**config.mk**
```make
export PLATFORM = sky130hd
export DESIGN_NAME = simon_top
export DESIGN_NICKNAME = d
export VERILOG_FILES = /design/src/simon_pkg.sv /design/src/simon_sync3.sv /design/src/simon_top.sv
export VERILOG_INCLUDE_DIRS = /design/src
export SDC_FILE = /design/constraint.sdc
export NUM_CORES = 1
export LEC_CHECK = 0
export ABC_AREA = 1
export BUFFER_PORTS_ARGS = -buffer_cell sky130_fd_sc_hd__clkbuf_2
export CAP_MARGIN = 20
export CORE_MARGIN = 8
export CORE_UTILIZATION = 35
export DETAILED_ROUTE_END_ITERATION = 12
export PLACE_DENSITY = 0.65
export REMOVE_ABC_BUFFERS = 1
export SKIP_LAST_GASP = 1
export SLEW_MARGIN = 15
export SYNTH_ARGS = -nofsm -noshare
export SYNTH_HDL_FRONTEND = slang
export SYNTH_SLANG_ARGS = --single-unit
```
**constraint.sdc**
```tcl
create_clock -name i_clk_sys -period 1.83 [get_ports i_clk_sys]
set_clock_uncertainty 0.05 [all_clocks]
set_input_delay 0 -clock i_clk_sys [delete_from_list [all_inputs] [get_ports i_clk_sys]]
set_output_delay 0 -clock i_clk_sys [all_outputs]
set_load 0.01 [all_outputs]
```
**src/simon_defs.svh**
```systemverilog
// constants of the supply integrity monitor
`ifndef SIMON_DEFS_SVH
`define SIMON_DEFS_SVH
`define SIMON_OFS_CSR 8'h3A
`define SIMON_OFS_THR 8'h3E
`define SIMON_OFS_CTL 8'h40
`define SIMON_BIT_IE 0
`define SIMON_BIT_WARN 1
`define SIMON_BIT_BOR 2
`define SIMON_THR_RESET 2'h3
`define SIMON_TRIM_RESET 2'h3
`define SIMON_THR_OFF 2'h3
`define SIMON_CLK_HZ 40000000
`define SIMON_WAKE_NS 33000
`define SIMON_WAKE_CYC ((`SIMON_WAKE_NS * (`SIMON_CLK_HZ / 1000000)) / 1000)
`define SIMON_EXT_MIN_HZ 10000000
`endif

```
**src/simon_pkg.sv**
```systemverilog
// types of the supply integrity monitor
package simon_pkg;
	typedef enum logic [1:0] {
		SIMON_RUN,
		SIMON_WAIT,
		SIMON_HALT
	} simon_mode_t;
	typedef struct packed {
		logic brownout;
		logic external;
		logic watchdog;
		logic illegal_op;
	} simon_rst_src_t;
endpackage

```
**src/simon_sync3.sv**
```systemverilog
// three-stage pin synchroniser with agreement filter
`timescale 1ns/1ps
module simon_sync3 #(
	parameter int W = 1
) (
	input wire logic i_clk_sys,
	input wire logic i_reset,
	input wire logic [W-1:0] i_async,
	output logic [W-1:0] o_sync
);
	logic [W-1:0] s1_q;
	logic [W-1:0] s2_q;
	logic [W-1:0] s3_q;
	always_ff @(posedge i_clk_sys) begin
		if (i_reset) begin
			s1_q <= '0;
			s2_q <= '0;
			s3_q <= '0;
		end else begin
			s1_q <= i_async;
			s2_q <= s1_q;
			s3_q <= s2_q;
		end
	end
	always_ff @(posedge i_clk_sys) begin
		if (i_reset) begin
			o_sync <= '0;
		end else begin
			for (int k = 0; k < W; k++) begin
				if (s2_q[k] == s3_q[k]) begin
					o_sync[k] <= s3_q[k];
				end
			end
		end
	end
endmodule

```
**src/simon_top.sv**
```systemverilog
// supply integrity monitor: flags, thresholds and wishbone registers
//
// Added by the designer: the Wishbone interface to the registers.
`timescale 1ns/1ps
`include "simon_defs.svh"

// Summary of operation
// - warning flag reads live comparator, read only
// - threshold field selects low, medium, high, off
// - every reset forces threshold field to 11; here only i_reset loads it, the other reset sources leave it
// - interrupt needs enable set and mask clear
// - interrupt on falling and rising threshold crossings
// - pending interrupt cleared on service entry
// - brownout flag set by brownout, cleared on read
// - brownout flag survives external and watchdog resets
// - brownout after watchdog clears watchdog flag
// - below brownout threshold hold reset, pin low
// - wait mode unchanged, warning irq wakes
// - halt freezes register, no warning wake
// - flag undefined when brownout detector absent
// - short dip may reset without setting flag
// - external clock: halt never sets, run needs speed
// - trim bits 6:5, prescaler bits 6:5
// - illegal opcode or prebyte causes a reset
// - option selects brownout level and presence
module simon_top
	import simon_pkg::*;
(
	input wire logic i_clk_sys,
	input wire logic i_reset,
	input wire logic i_por_n,
	input wire logic [7:0] wb_adr_i,
	input wire logic [7:0] wb_dat_i,
	output logic [7:0] wb_dat_o,
	input wire logic wb_we_i,
	input wire logic wb_sel_i,
	input wire logic wb_cyc_i,
	input wire logic wb_stb_i,
	output logic wb_ack_o,
	output logic wb_err_o,
	input wire logic i_warn_cmp,
	input wire logic i_brownout_cmp,
	input wire logic i_reset_pin_n,
	input wire logic [1:0] i_opt_brownout_level,
	input wire logic i_opt_brownout_enable,
	input wire logic i_clk_external,
	input wire logic i_ext_clk_fast,
	input wire logic i_internal_clk,
	input wire logic i_wdg_reset,
	input wire logic i_illegal_op,
	input wire logic i_cpu_imask,
	input wire logic i_irq_ack,
	input wire simon_mode_t i_mode,
	output logic o_warning_irq,
	output logic o_wake_wait,
	output logic o_chip_reset,
	output logic o_reset_pin_out,
	output logic o_reset_pin_oe,
	output logic [1:0] o_warning_threshold_field,
	output logic [1:0] o_osc_trim_low_bits,
	output logic [1:0] o_osc_prescaler_select,
	output logic [1:0] o_brownout_level,
	output logic o_brownout_detector_on,
	output logic o_watchdog_reset_flag_clr
);
	localparam int WAKE_CYC = `SIMON_WAKE_CYC;
	localparam logic [7:0] OFS_CSR = `SIMON_OFS_CSR;
	localparam logic [7:0] OFS_THR = `SIMON_OFS_THR;

	logic [2:0] cmp_s;
	logic warn_s;
	logic bo_s;
	logic rpin_s;
	simon_sync3 #(.W(3)) u_sync (
		.i_clk_sys(i_clk_sys),
		.i_reset(i_reset),
		.i_async({i_warn_cmp, i_brownout_cmp, ~i_reset_pin_n}),
		.o_sync(cmp_s)
	);
	assign warn_s = cmp_s[2];
	assign bo_s = cmp_s[1];
	assign rpin_s = cmp_s[0];

	logic [1:0] thr_q;
	logic [1:0] trim_q;
	logic [1:0] presc_q;
	logic ie_q;
	logic bor_q;
	logic warn_prev_q;
	logic pend_q;
	logic ack_q;
	logic [15:0] dip_q;
	logic bo_prev_q;
	logic halt_seen_q;
	logic warn_live;
	logic wr;
	logic rd;
	logic hit;
	logic frozen;
	logic warn_edge;
	logic bo_capture;
	simon_rst_src_t rst_src;

	// brownout detector from option: level and presence
	assign o_brownout_level = i_opt_brownout_level;
	assign o_brownout_detector_on = i_opt_brownout_enable;

	// reset sources; brownout holds a static reset with the pin pulled low
	assign rst_src = '{
		brownout: i_opt_brownout_enable & bo_s,
		external: rpin_s,
		watchdog: i_wdg_reset,
		illegal_op: i_illegal_op
	};
	always_comb begin
		o_chip_reset = i_reset | rst_src.external | rst_src.watchdog;
		o_chip_reset = o_chip_reset | rst_src.illegal_op;
		if (rst_src.brownout) begin
			o_chip_reset = 1'b1;
		end
	end
	assign o_reset_pin_out = 1'b0;
	assign o_reset_pin_oe = rst_src.brownout;

	property p_static;
		@(posedge i_clk_sys) i_opt_brownout_enable && bo_s |-> o_chip_reset && o_reset_pin_oe;
	endproperty
	a_static: assert property (p_static)
		else $error("no static reset");

	property p_pin_low;
		@(posedge i_clk_sys) o_reset_pin_oe |-> !o_reset_pin_out;
	endproperty
	a_pin_low: assert property (p_pin_low)
		else $error("reset pin driven high");

	property p_illegal;
		@(posedge i_clk_sys) i_illegal_op |-> o_chip_reset;
	endproperty
	a_illegal: assert property (p_illegal)
		else $error("illegal op no reset");

	// warning off when threshold field is 11
	assign warn_live = (thr_q != `SIMON_THR_OFF) & warn_s;
	assign frozen = (i_mode == SIMON_HALT);

	function automatic logic is_mapped(input logic [7:0] adr);
		return (adr == OFS_CSR) || (adr == OFS_THR);
	endfunction

	assign hit = wb_cyc_i & wb_stb_i & ~ack_q;
	// write lands on the acknowledged edge while the master still holds
	assign wr = wb_ack_o & wb_we_i & wb_sel_i & ~frozen;
	assign rd = hit & ~wb_we_i;

	// bus answers one cycle after the strobe; unmapped gives err
	always_ff @(posedge i_clk_sys) begin
		if (i_reset) begin
			ack_q <= 1'b0;
		end else begin
			ack_q <= hit;
		end
	end
	assign wb_ack_o = ack_q & wb_cyc_i & wb_stb_i & is_mapped(wb_adr_i);
	assign wb_err_o = ack_q & wb_cyc_i & wb_stb_i & ~is_mapped(wb_adr_i);

	always_ff @(posedge i_clk_sys) begin
		if (i_reset) begin
			wb_dat_o <= 8'h00;
		end else if (hit) begin
			unique case (wb_adr_i)
				OFS_CSR: wb_dat_o <= {1'b0, trim_q, 2'b00, bor_q, warn_live, ie_q};
				OFS_THR: wb_dat_o <= {1'b0, presc_q, 3'b000, thr_q};
				default: wb_dat_o <= 8'h00;
			endcase
		end
	end

	// reserved bits are not stored, so stray ones read back zero
	always_ff @(posedge i_clk_sys) begin
		if (i_reset) begin
			thr_q <= `SIMON_THR_RESET;
			presc_q <= 2'h0;
		end else if (wr && wb_adr_i == OFS_THR) begin
			thr_q <= wb_dat_i[1:0];
			presc_q <= wb_dat_i[6:5];
		end
	end
	assign o_warning_threshold_field = thr_q;
	assign o_osc_prescaler_select = presc_q;

	property p_thr_reset;
		@(posedge i_clk_sys) i_reset |=> thr_q == `SIMON_THR_RESET;
	endproperty
	a_thr_reset: assert property (p_thr_reset)
		else $error("threshold not 11 after reset");

	property p_warn_off;
		@(posedge i_clk_sys) disable iff (i_reset)
			wb_ack_o && !wb_we_i && wb_adr_i == OFS_CSR && thr_q == `SIMON_THR_OFF
			|-> !wb_dat_o[`SIMON_BIT_WARN];
	endproperty
	a_warn_off: assert property (p_warn_off)
		else $error("warning read while switched off");

	always_ff @(posedge i_clk_sys) begin
		if (i_reset) begin
			trim_q <= `SIMON_TRIM_RESET;
			ie_q <= 1'b0;
		end else if (wr && wb_adr_i == OFS_CSR) begin
			trim_q <= wb_dat_i[6:5];
			ie_q <= wb_dat_i[`SIMON_BIT_IE];
		end
	end
	assign o_osc_trim_low_bits = trim_q;

	property p_trim_reset;
		@(posedge i_clk_sys) i_reset |=> trim_q == `SIMON_TRIM_RESET;
	endproperty
	a_trim_reset: assert property (p_trim_reset)
		else $error("trim not 11 after reset");

	property p_halt;
		@(posedge i_clk_sys) disable iff (i_reset)
			frozen |=> $stable(ie_q) && $stable(thr_q) && $stable(trim_q);
	endproperty
	a_halt: assert property (p_halt)
		else $error("halt not frozen");

	// warning edge tracking, both directions raise the event
	always_ff @(posedge i_clk_sys) begin
		if (i_reset) begin
			warn_prev_q <= 1'b0;
		end else begin
			warn_prev_q <= warn_live;
		end
	end
	assign warn_edge = warn_live ^ warn_prev_q;

	// pending latch; new event wins over service clear
	always_ff @(posedge i_clk_sys) begin
		if (i_reset) begin
			pend_q <= 1'b0;
		end else if (warn_edge && !frozen) begin
			pend_q <= 1'b1;
		end else if (i_irq_ack) begin
			pend_q <= 1'b0;
		end
	end
	assign o_warning_irq = pend_q & ie_q & ~i_cpu_imask;
	assign o_wake_wait = (i_mode == SIMON_WAIT) & pend_q & ie_q;

	property p_irq_gate;
		@(posedge i_clk_sys) disable iff (i_reset) o_warning_irq |-> ie_q && !i_cpu_imask;
	endproperty
	a_irq_gate: assert property (p_irq_gate)
		else $error("irq without enable");

	property p_edge_pend;
		@(posedge i_clk_sys) disable iff (i_reset) warn_edge && !frozen |=> pend_q;
	endproperty
	a_edge_pend: assert property (p_edge_pend)
		else $error("edge not pended");

	property p_ack_clr;
		@(posedge i_clk_sys) disable iff (i_reset) i_irq_ack && !warn_edge |=> !pend_q;
	endproperty
	a_ack_clr: assert property (p_ack_clr)
		else $error("ack not cleared");

	property p_pend_hold;
		@(posedge i_clk_sys) disable iff (i_reset) pend_q && !i_irq_ack |=> pend_q;
	endproperty
	a_pend_hold: assert property (p_pend_hold)
		else $error("pending lost without service");

	property p_wait;
		@(posedge i_clk_sys) disable iff (i_reset) frozen |-> !o_wake_wait;
	endproperty
	a_wait: assert property (p_wait)
		else $error("halt wake");

	property p_wake_mode;
		@(posedge i_clk_sys) disable iff (i_reset)
			pend_q && ie_q && i_mode == SIMON_WAIT |-> o_wake_wait;
	endproperty
	a_wake_mode: assert property (p_wake_mode)
		else $error("no wake from wait");

	// dip length counter; short dips on internal clock do not flag
	always_ff @(posedge i_clk_sys) begin
		if (i_reset && !bo_s) begin
			dip_q <= 16'h0000;
		end else if (bo_s) begin
			if (dip_q != 16'hFFFF) begin
				dip_q <= dip_q + 16'h0001;
			end
		end else begin
			dip_q <= 16'h0000;
		end
	end

	always_ff @(posedge i_clk_sys) begin
		if (!i_por_n) begin
			bo_prev_q <= 1'b0;
			halt_seen_q <= 1'b0;
		end else begin
			bo_prev_q <= bo_s;
			if (!bo_s) begin
				halt_seen_q <= frozen;
			end
		end
	end

	always_comb begin
		bo_capture = bo_prev_q & ~bo_s & i_opt_brownout_enable;
		if (i_internal_clk && dip_q < 16'(WAKE_CYC)) begin
			bo_capture = 1'b0;
		end
		if (i_clk_external && (halt_seen_q || !i_ext_clk_fast)) begin
			bo_capture = 1'b0;
		end
	end

	// flag cleared by power-on or by a CSR read outside halt; other resets leave it
	always_ff @(posedge i_clk_sys) begin
		if (!i_por_n) begin
			bor_q <= 1'b0;
		end else if (bo_capture) begin
			bor_q <= 1'b1;
		end else if (rd && wb_adr_i == OFS_CSR && !frozen) begin
			bor_q <= 1'b0;
		end
	end

	assign o_watchdog_reset_flag_clr = bo_capture;

	property p_bor_keep;
		@(posedge i_clk_sys) disable iff (!i_por_n) bor_q && !rd |=> bor_q;
	endproperty
	a_bor_keep: assert property (p_bor_keep)
		else $error("brownout flag lost");

	property p_bor_set;
		@(posedge i_clk_sys) disable iff (!i_por_n) bo_capture |=> bor_q;
	endproperty
	a_bor_set: assert property (p_bor_set)
		else $error("brownout flag not set");

	property p_bor_clr;
		@(posedge i_clk_sys) disable iff (!i_por_n)
			rd && wb_adr_i == OFS_CSR && !frozen && !bo_capture |=> !bor_q;
	endproperty
	a_bor_clr: assert property (p_bor_clr)
		else $error("brownout flag not cleared by read");
endmodule

```
-- Word level (Yosys, flattened, before mapping)
Cells that the tools add are included.
- $add $sub $neg: 1
- $lt $le $gt $ge: 1
- eq/ne operators: 9
- muxes and demuxes: 8
- bitwise gates (word level): 29
- reductions and logical operators: 16
- operators with widths (cell ; count):
    1-bit AND ; 18
    16-bit by 1-bit adder with 16-bit output (second input constant) ; 1
    8-bit by 6-bit equality test with 1-bit output (second input constant) ; 2
    16-bit by 11-bit less-than comparator with 1-bit output (second input constant) ; 1
    16-bit inequality test (second input constant) ; 1
    7-bit one-hot mux with 2 select lines ; 1
    1-bit logical AND ; 8
    1-bit two-way mux ; 7
    1-bit NOT ; 7
    2-bit nonzero test ; 2
    1-bit equality test ; 3
    1-bit zero test ; 3
    1-bit bitwise OR ; 3
    2-bit by 1-bit equality test with 1-bit output (second input constant) ; 1
    2-bit equality test (second input constant) ; 1
    1-bit logical OR ; 2
    2-bit inequality test (second input constant) ; 1
    2-bit OR reduction ; 1
    1-bit XOR ; 1
- flip-flop bits (word level): 49
- input port bits: 38

-- Depth between registers and ports, before layout
- depth in word-level cells: 7
- depth in mapped cells: 10

-- Hierarchy
A second synthesis with hierarchy kept.
- cells, all modules: 334
- area, all modules: 2245.9 um2
- by module, submodules not included (module ; times used ; cells each ; area each (um2) ; seq. area each (um2)):
    simon_top ; 1 ; 293 ; 1858.0 ; 680.7
    simon_sync3 ; 1 ; 41 ; 387.9 ; 240.2

-- Worst setup path after synthesis
No wires, ideal clock.
- path kind: register to register
- from: reg dip_q[0]
- to: reg dip_q[5]
- data arrival time: 1.291 ns
- required time: 1.665 ns
- slack: 0.374 ns
- stages on the path, launching flop included: 9
- period minus slack after synthesis: 1.456 ns
- path through: dfxtp_1 -> ha_1 -> nand3_2 -> nor2_4 -> inv_2 -> nor2_8 -> nand3_4 -> a21oi_1 -> nor2_1
- cells in the longest elaborated chain, start to end: 1
- elaborated cells on any way between the ends: 2
- classes of those cells: add/sub (1); eq/ne (1)
- RTL lines (element ; line ; text):
    start: declaration ; simon_top.sv:92 ; logic [15:0] dip_q;
    start signal: assignment ; simon_top.sv:296 ; dip_q <= dip_q + 16'h0001;
    16-bit by 1-bit adder with 16-bit output or 16-bit inequality test (tied branches) ; simon_top.sv:296, simon_top.sv:295 ;
Parallel ways exist; a longest one is shown, timed or not.
A chain may end at the register's enable or synchronous reset.

-- Worst setup path after layout
Ends and elaborated chain as after synthesis.

==> key figures <==
Run status
  – Status: completed

Floorplanning
  – Io pins: 63
  – Die area: 9090 sq um
  – Row cnt: 29
  – Core Area: between 6000 and 7000 sq um
  – Initial core utilization: between 30% and 40%
  – Vert. Die Dim: ~95 um
  – Die X: 95.3 um

Cells and area
  – Finished Layout Cells: 463
  – Final nets: about 420
  – Fillers: around 640
  – P&R area growth vs syn: 24.6%
  – Post-layout util: 44.2%
  – Post-route cell area: 2750 sq um
  – Share of cells above drive strength 1: 19.2%
  – Antenna Cells: 0

Timing
  – Setup TNS Final: 0 ns
  – Tcrit/Tclk final: 89.1%
  – Endpoints failing setup: 0
  – Post-layout minimum cycle time: 1.63 ns
  – Fmax: 613 MHz
  – RSZ-0062 raised after global routing: false
  – Setup ws final: ~0.2 ns
  – Count of pins over their slew limit: 0
  – Hold Vio Cnt, Final: 0

Setup path
  – WP data required: 1.98 ns
  – Critical Path End Type: register
  – Arrival @ worst endpoint: ~1.8 ns
  – Slowest-stage cell, CP: dfxtp_1
  – Top Family by Delay on Critical Path: simple AND/OR/NAND/NOR gates
  – CP max FO: 8
  – Kind of critical path: reg2reg
  – R2r setup slk: 0.20 ns
  – Worst stage delay on the critical path: 0.40 ns
  – CP startpoint: dip_q[0]$_SDFFE_PP0P_
  – Worst reg-to-reg path cell count: 8
  – CP Cell Sequence: ha_1 > nand3_2 > nor2_4 > inv_2 > nor2_8 > nand3_4 > a21oi_1 > nor2_1
  – Worst R2R Start: dip_q[0]$_SDFFE_PP0P_
  – R2r endpoint: dip_q[5]$_SDFFE_PP0P_
  – Critical path buffer and inverter count: 1
  – Setup crit start kind: register

Detailed routing
  – Wire per inst: 11.0 um
  – DR pass1 iterations: 4
  – Vias: ~2100
  – Metal2 WL: about 2600 um
  – DRC Markers: 0
  – DRT iter0 DRCs: 54
  – Antenna Nets Post-Route: 0
  – Met3 Wirelength: about 240 um
  – Top Metal Used: met4
  – Final WL: around 5100 um
  – Via density: 4.61
  – M1 WL: between 2000 and 2500 um

Hold path
  – HP Class: in2reg
  – HP Start: i_mode[0]
  – Hold Path Depth: 4
  – Hold Path End: halt_seen_q$_SDFFE_PN0N_

Synthesis
  – Top-count cell post-synth: nand2_1
  – Post-Syn Area: around 2200 sq um
  – Sequential element share of the synthesized area: 41.8%
  – Ranking of synthesized cells by area: dfxtp_1, nand2_1, nor2_1
  – Most frequent cells after synthesis: nand2_1, nor2_1, dfxtp_1, inv_1, nand3_1
  – EDFF count, synth: 0
  – #FFs+latches synth: 46
  – Asr flop ratio synth: 0%
  – Yosys top cell by area: dfxtp_1
  – Syn_area_per_cell: 6.86 sq um
  – Cells after synthesis: 321
  – Netlist cell types: 32
  – Synth warn: 0
  – Post-synth top area share: 41.8%
  – Dominant synthesized flop cell: dfxtp_1

Global routing
  – First-pass GRT wire length: 8580 um
  – Initial antenna violation count: 0
  – Total global-route track usage: around 12%
  – Vias in the first global route: around 2100
  – Largest net degree at the start of global routing: 19
  – Grt total ovfl: 0

Placement
  – Post-DP Area: ~2500 sq um
  – Port Buf Inserts: 50
  – Post-DP HPWL: 3880 um
  – Placed cells: 443
  – Final GP Congestion: 0.820
  – Dpl ws: ~0.21 ns

CTS
  – Clk root buf: clkbuf_8
  – Worst-skew pair later-pin latency: 0.30 ns
  – CTS sink cnt: 46
  – Num CTS Buffers: 5
  – H-tree depth: 2
  – TritonCTS clock tree: yes
  – Max Buffers Root-to-Sink: 2
  – Clock-pin slew on the worst setup and hold paths: around 0.080 ns

Pwr
  – Leakage: 0.00128 uW
  – Cell Pwr Density: 686 nW/um^2
  – VDD IR-drop max: roughly 500 uV

Job
  – Max-Cap Viols: 0
## timing repair
| action | 4_1_cts | 5_1_grt |
|---|---|---|
| resized for setup | 0 | 0 |
| setup endpoints to repair | 0 | 0 |
| hold endpoints to repair | 16 | 0 |
| hold buffers | 12 | 0 |
| buffers inserted | 0 | 0 |
## tightest hold or removal path, delay by kind of cell
kind,cells,cell delay [ns]
compound gates,1,0.07
simple gates,1,0.06
buf+inv,2,0.18
## cell type report
type / count / area (sq um) / area share (%)
multi-input cells: 214 / 1030 / 37.4
flip-flops and latches: 46 / 921 / 33.5
repair buffers: 65 / 393 / 14.3
inverters: 53 / 199 / 7.25
well taps: 77 / 96.3 / 3.51
clock buffers: 6 / 72.6 / 2.64
clock inverters: 2 / 37.5 / 1.37
## state kept, by name, indices dropped and copies added, names as in the netlist
| signal | count |
|---|---|
| u_sync.s3_q | 3 |
| o_warning_threshold_field | 2 |
| o_osc_trim_low_bits | 2 |
| pend_q | 1 |
| dip_q | 16 |
| halt_seen_q | 1 |
| u_sync.s2_q | 3 |
| bo_prev_q | 1 |
| ack_q | 1 |
| bor_q | 1 |
| warn_prev_q | 1 |
| o_osc_prescaler_select | 2 |
| ie_q | 1 |
| u_sync.s1_q | 3 |
| u_sync.o_sync | 3 |
| wb_dat_o | 5 |
## cells in the final DEF (no fill, tap or decap), drive strengths merged, types with 2 or more instances in the layout
| cell type | Yosys | final |
|---|---|---|
| dlygate4sd3 | 0 | 12 |
| a31oi | 4 | 4 |
| buf | 8 | 3 |
| a21oi | 13 | 13 |
| nand3 | 31 | 31 |
| nor3 | 4 | 4 |
| o21ai | 10 | 10 |
| nor2 | 55 | 55 |
| inv | 52 | 52 |
| a211oi | 2 | 2 |
| o22ai | 2 | 2 |
| dfxtp | 46 | 46 |
| a21boi | 4 | 4 |
| conb | 1 | 4 |
| nand4 | 6 | 6 |
| xnor2 | 3 | 3 |
| clkbuf | 3 | 56 |
| nand2 | 71 | 71 |
## cell families after synthesis
kind of cell,count (synthesis),synth area share [%]
other,1,0.170
adders and majority gates,1,0.568
DFF,46,41.8
and+or+nand+nor,169,34.4
buffers and inverters,64,12.2
AOI/OAI and AO/OA,36,9.31
xor gates and xnor gates,4,1.59
## through the flow
| step | power [uW] | hold WS [ns] |
|---|---|---|
| 6_report | 1880 | 0.00493 |
| 5_1_grt | 1960 | 0.0527 |
| 3_3_place_gp | 1130 | -0.0499 |
| 3_5_place_dp | 1130 | -0.0499 |
| 4_1_cts | 1900 | 0.0178 |
| 2_1_floorplan | 1070 | -0.0500 |
## power by group
part           internal, uW  total, uW  leakage (uW)  switching (uW)
clock                   408        756     0.0000514             348
combinational          55.3        114      0.000856            58.9
sequential             1010       1010      0.000372            3.34
## metal layers
layer	global-route usage [%]	vias up
met4	4.03	0
li1	-	1122
met1	12.5	961
met3	2.99	7
met2	21.3	45
met5	0	-
## worst max path at each step
stage          cells after the start  slack [ns]               endpoint
6_report                           8        0.20  dip_q[5]$_SDFFE_PP0P_
3_3_place_gp                       8        0.26  dip_q[5]$_SDFFE_PP0P_
5_1_grt                            8        0.09  dip_q[5]$_SDFFE_PP0P_
3_5_place_dp                       8        0.21  dip_q[5]$_SDFFE_PP0P_
2_1_floorplan                      8        0.37  dip_q[5]$_SDFFE_PP0P_
4_1_cts                            8        0.20  dip_q[5]$_SDFFE_PP0P_
Power figures use the tool's default switching activity.
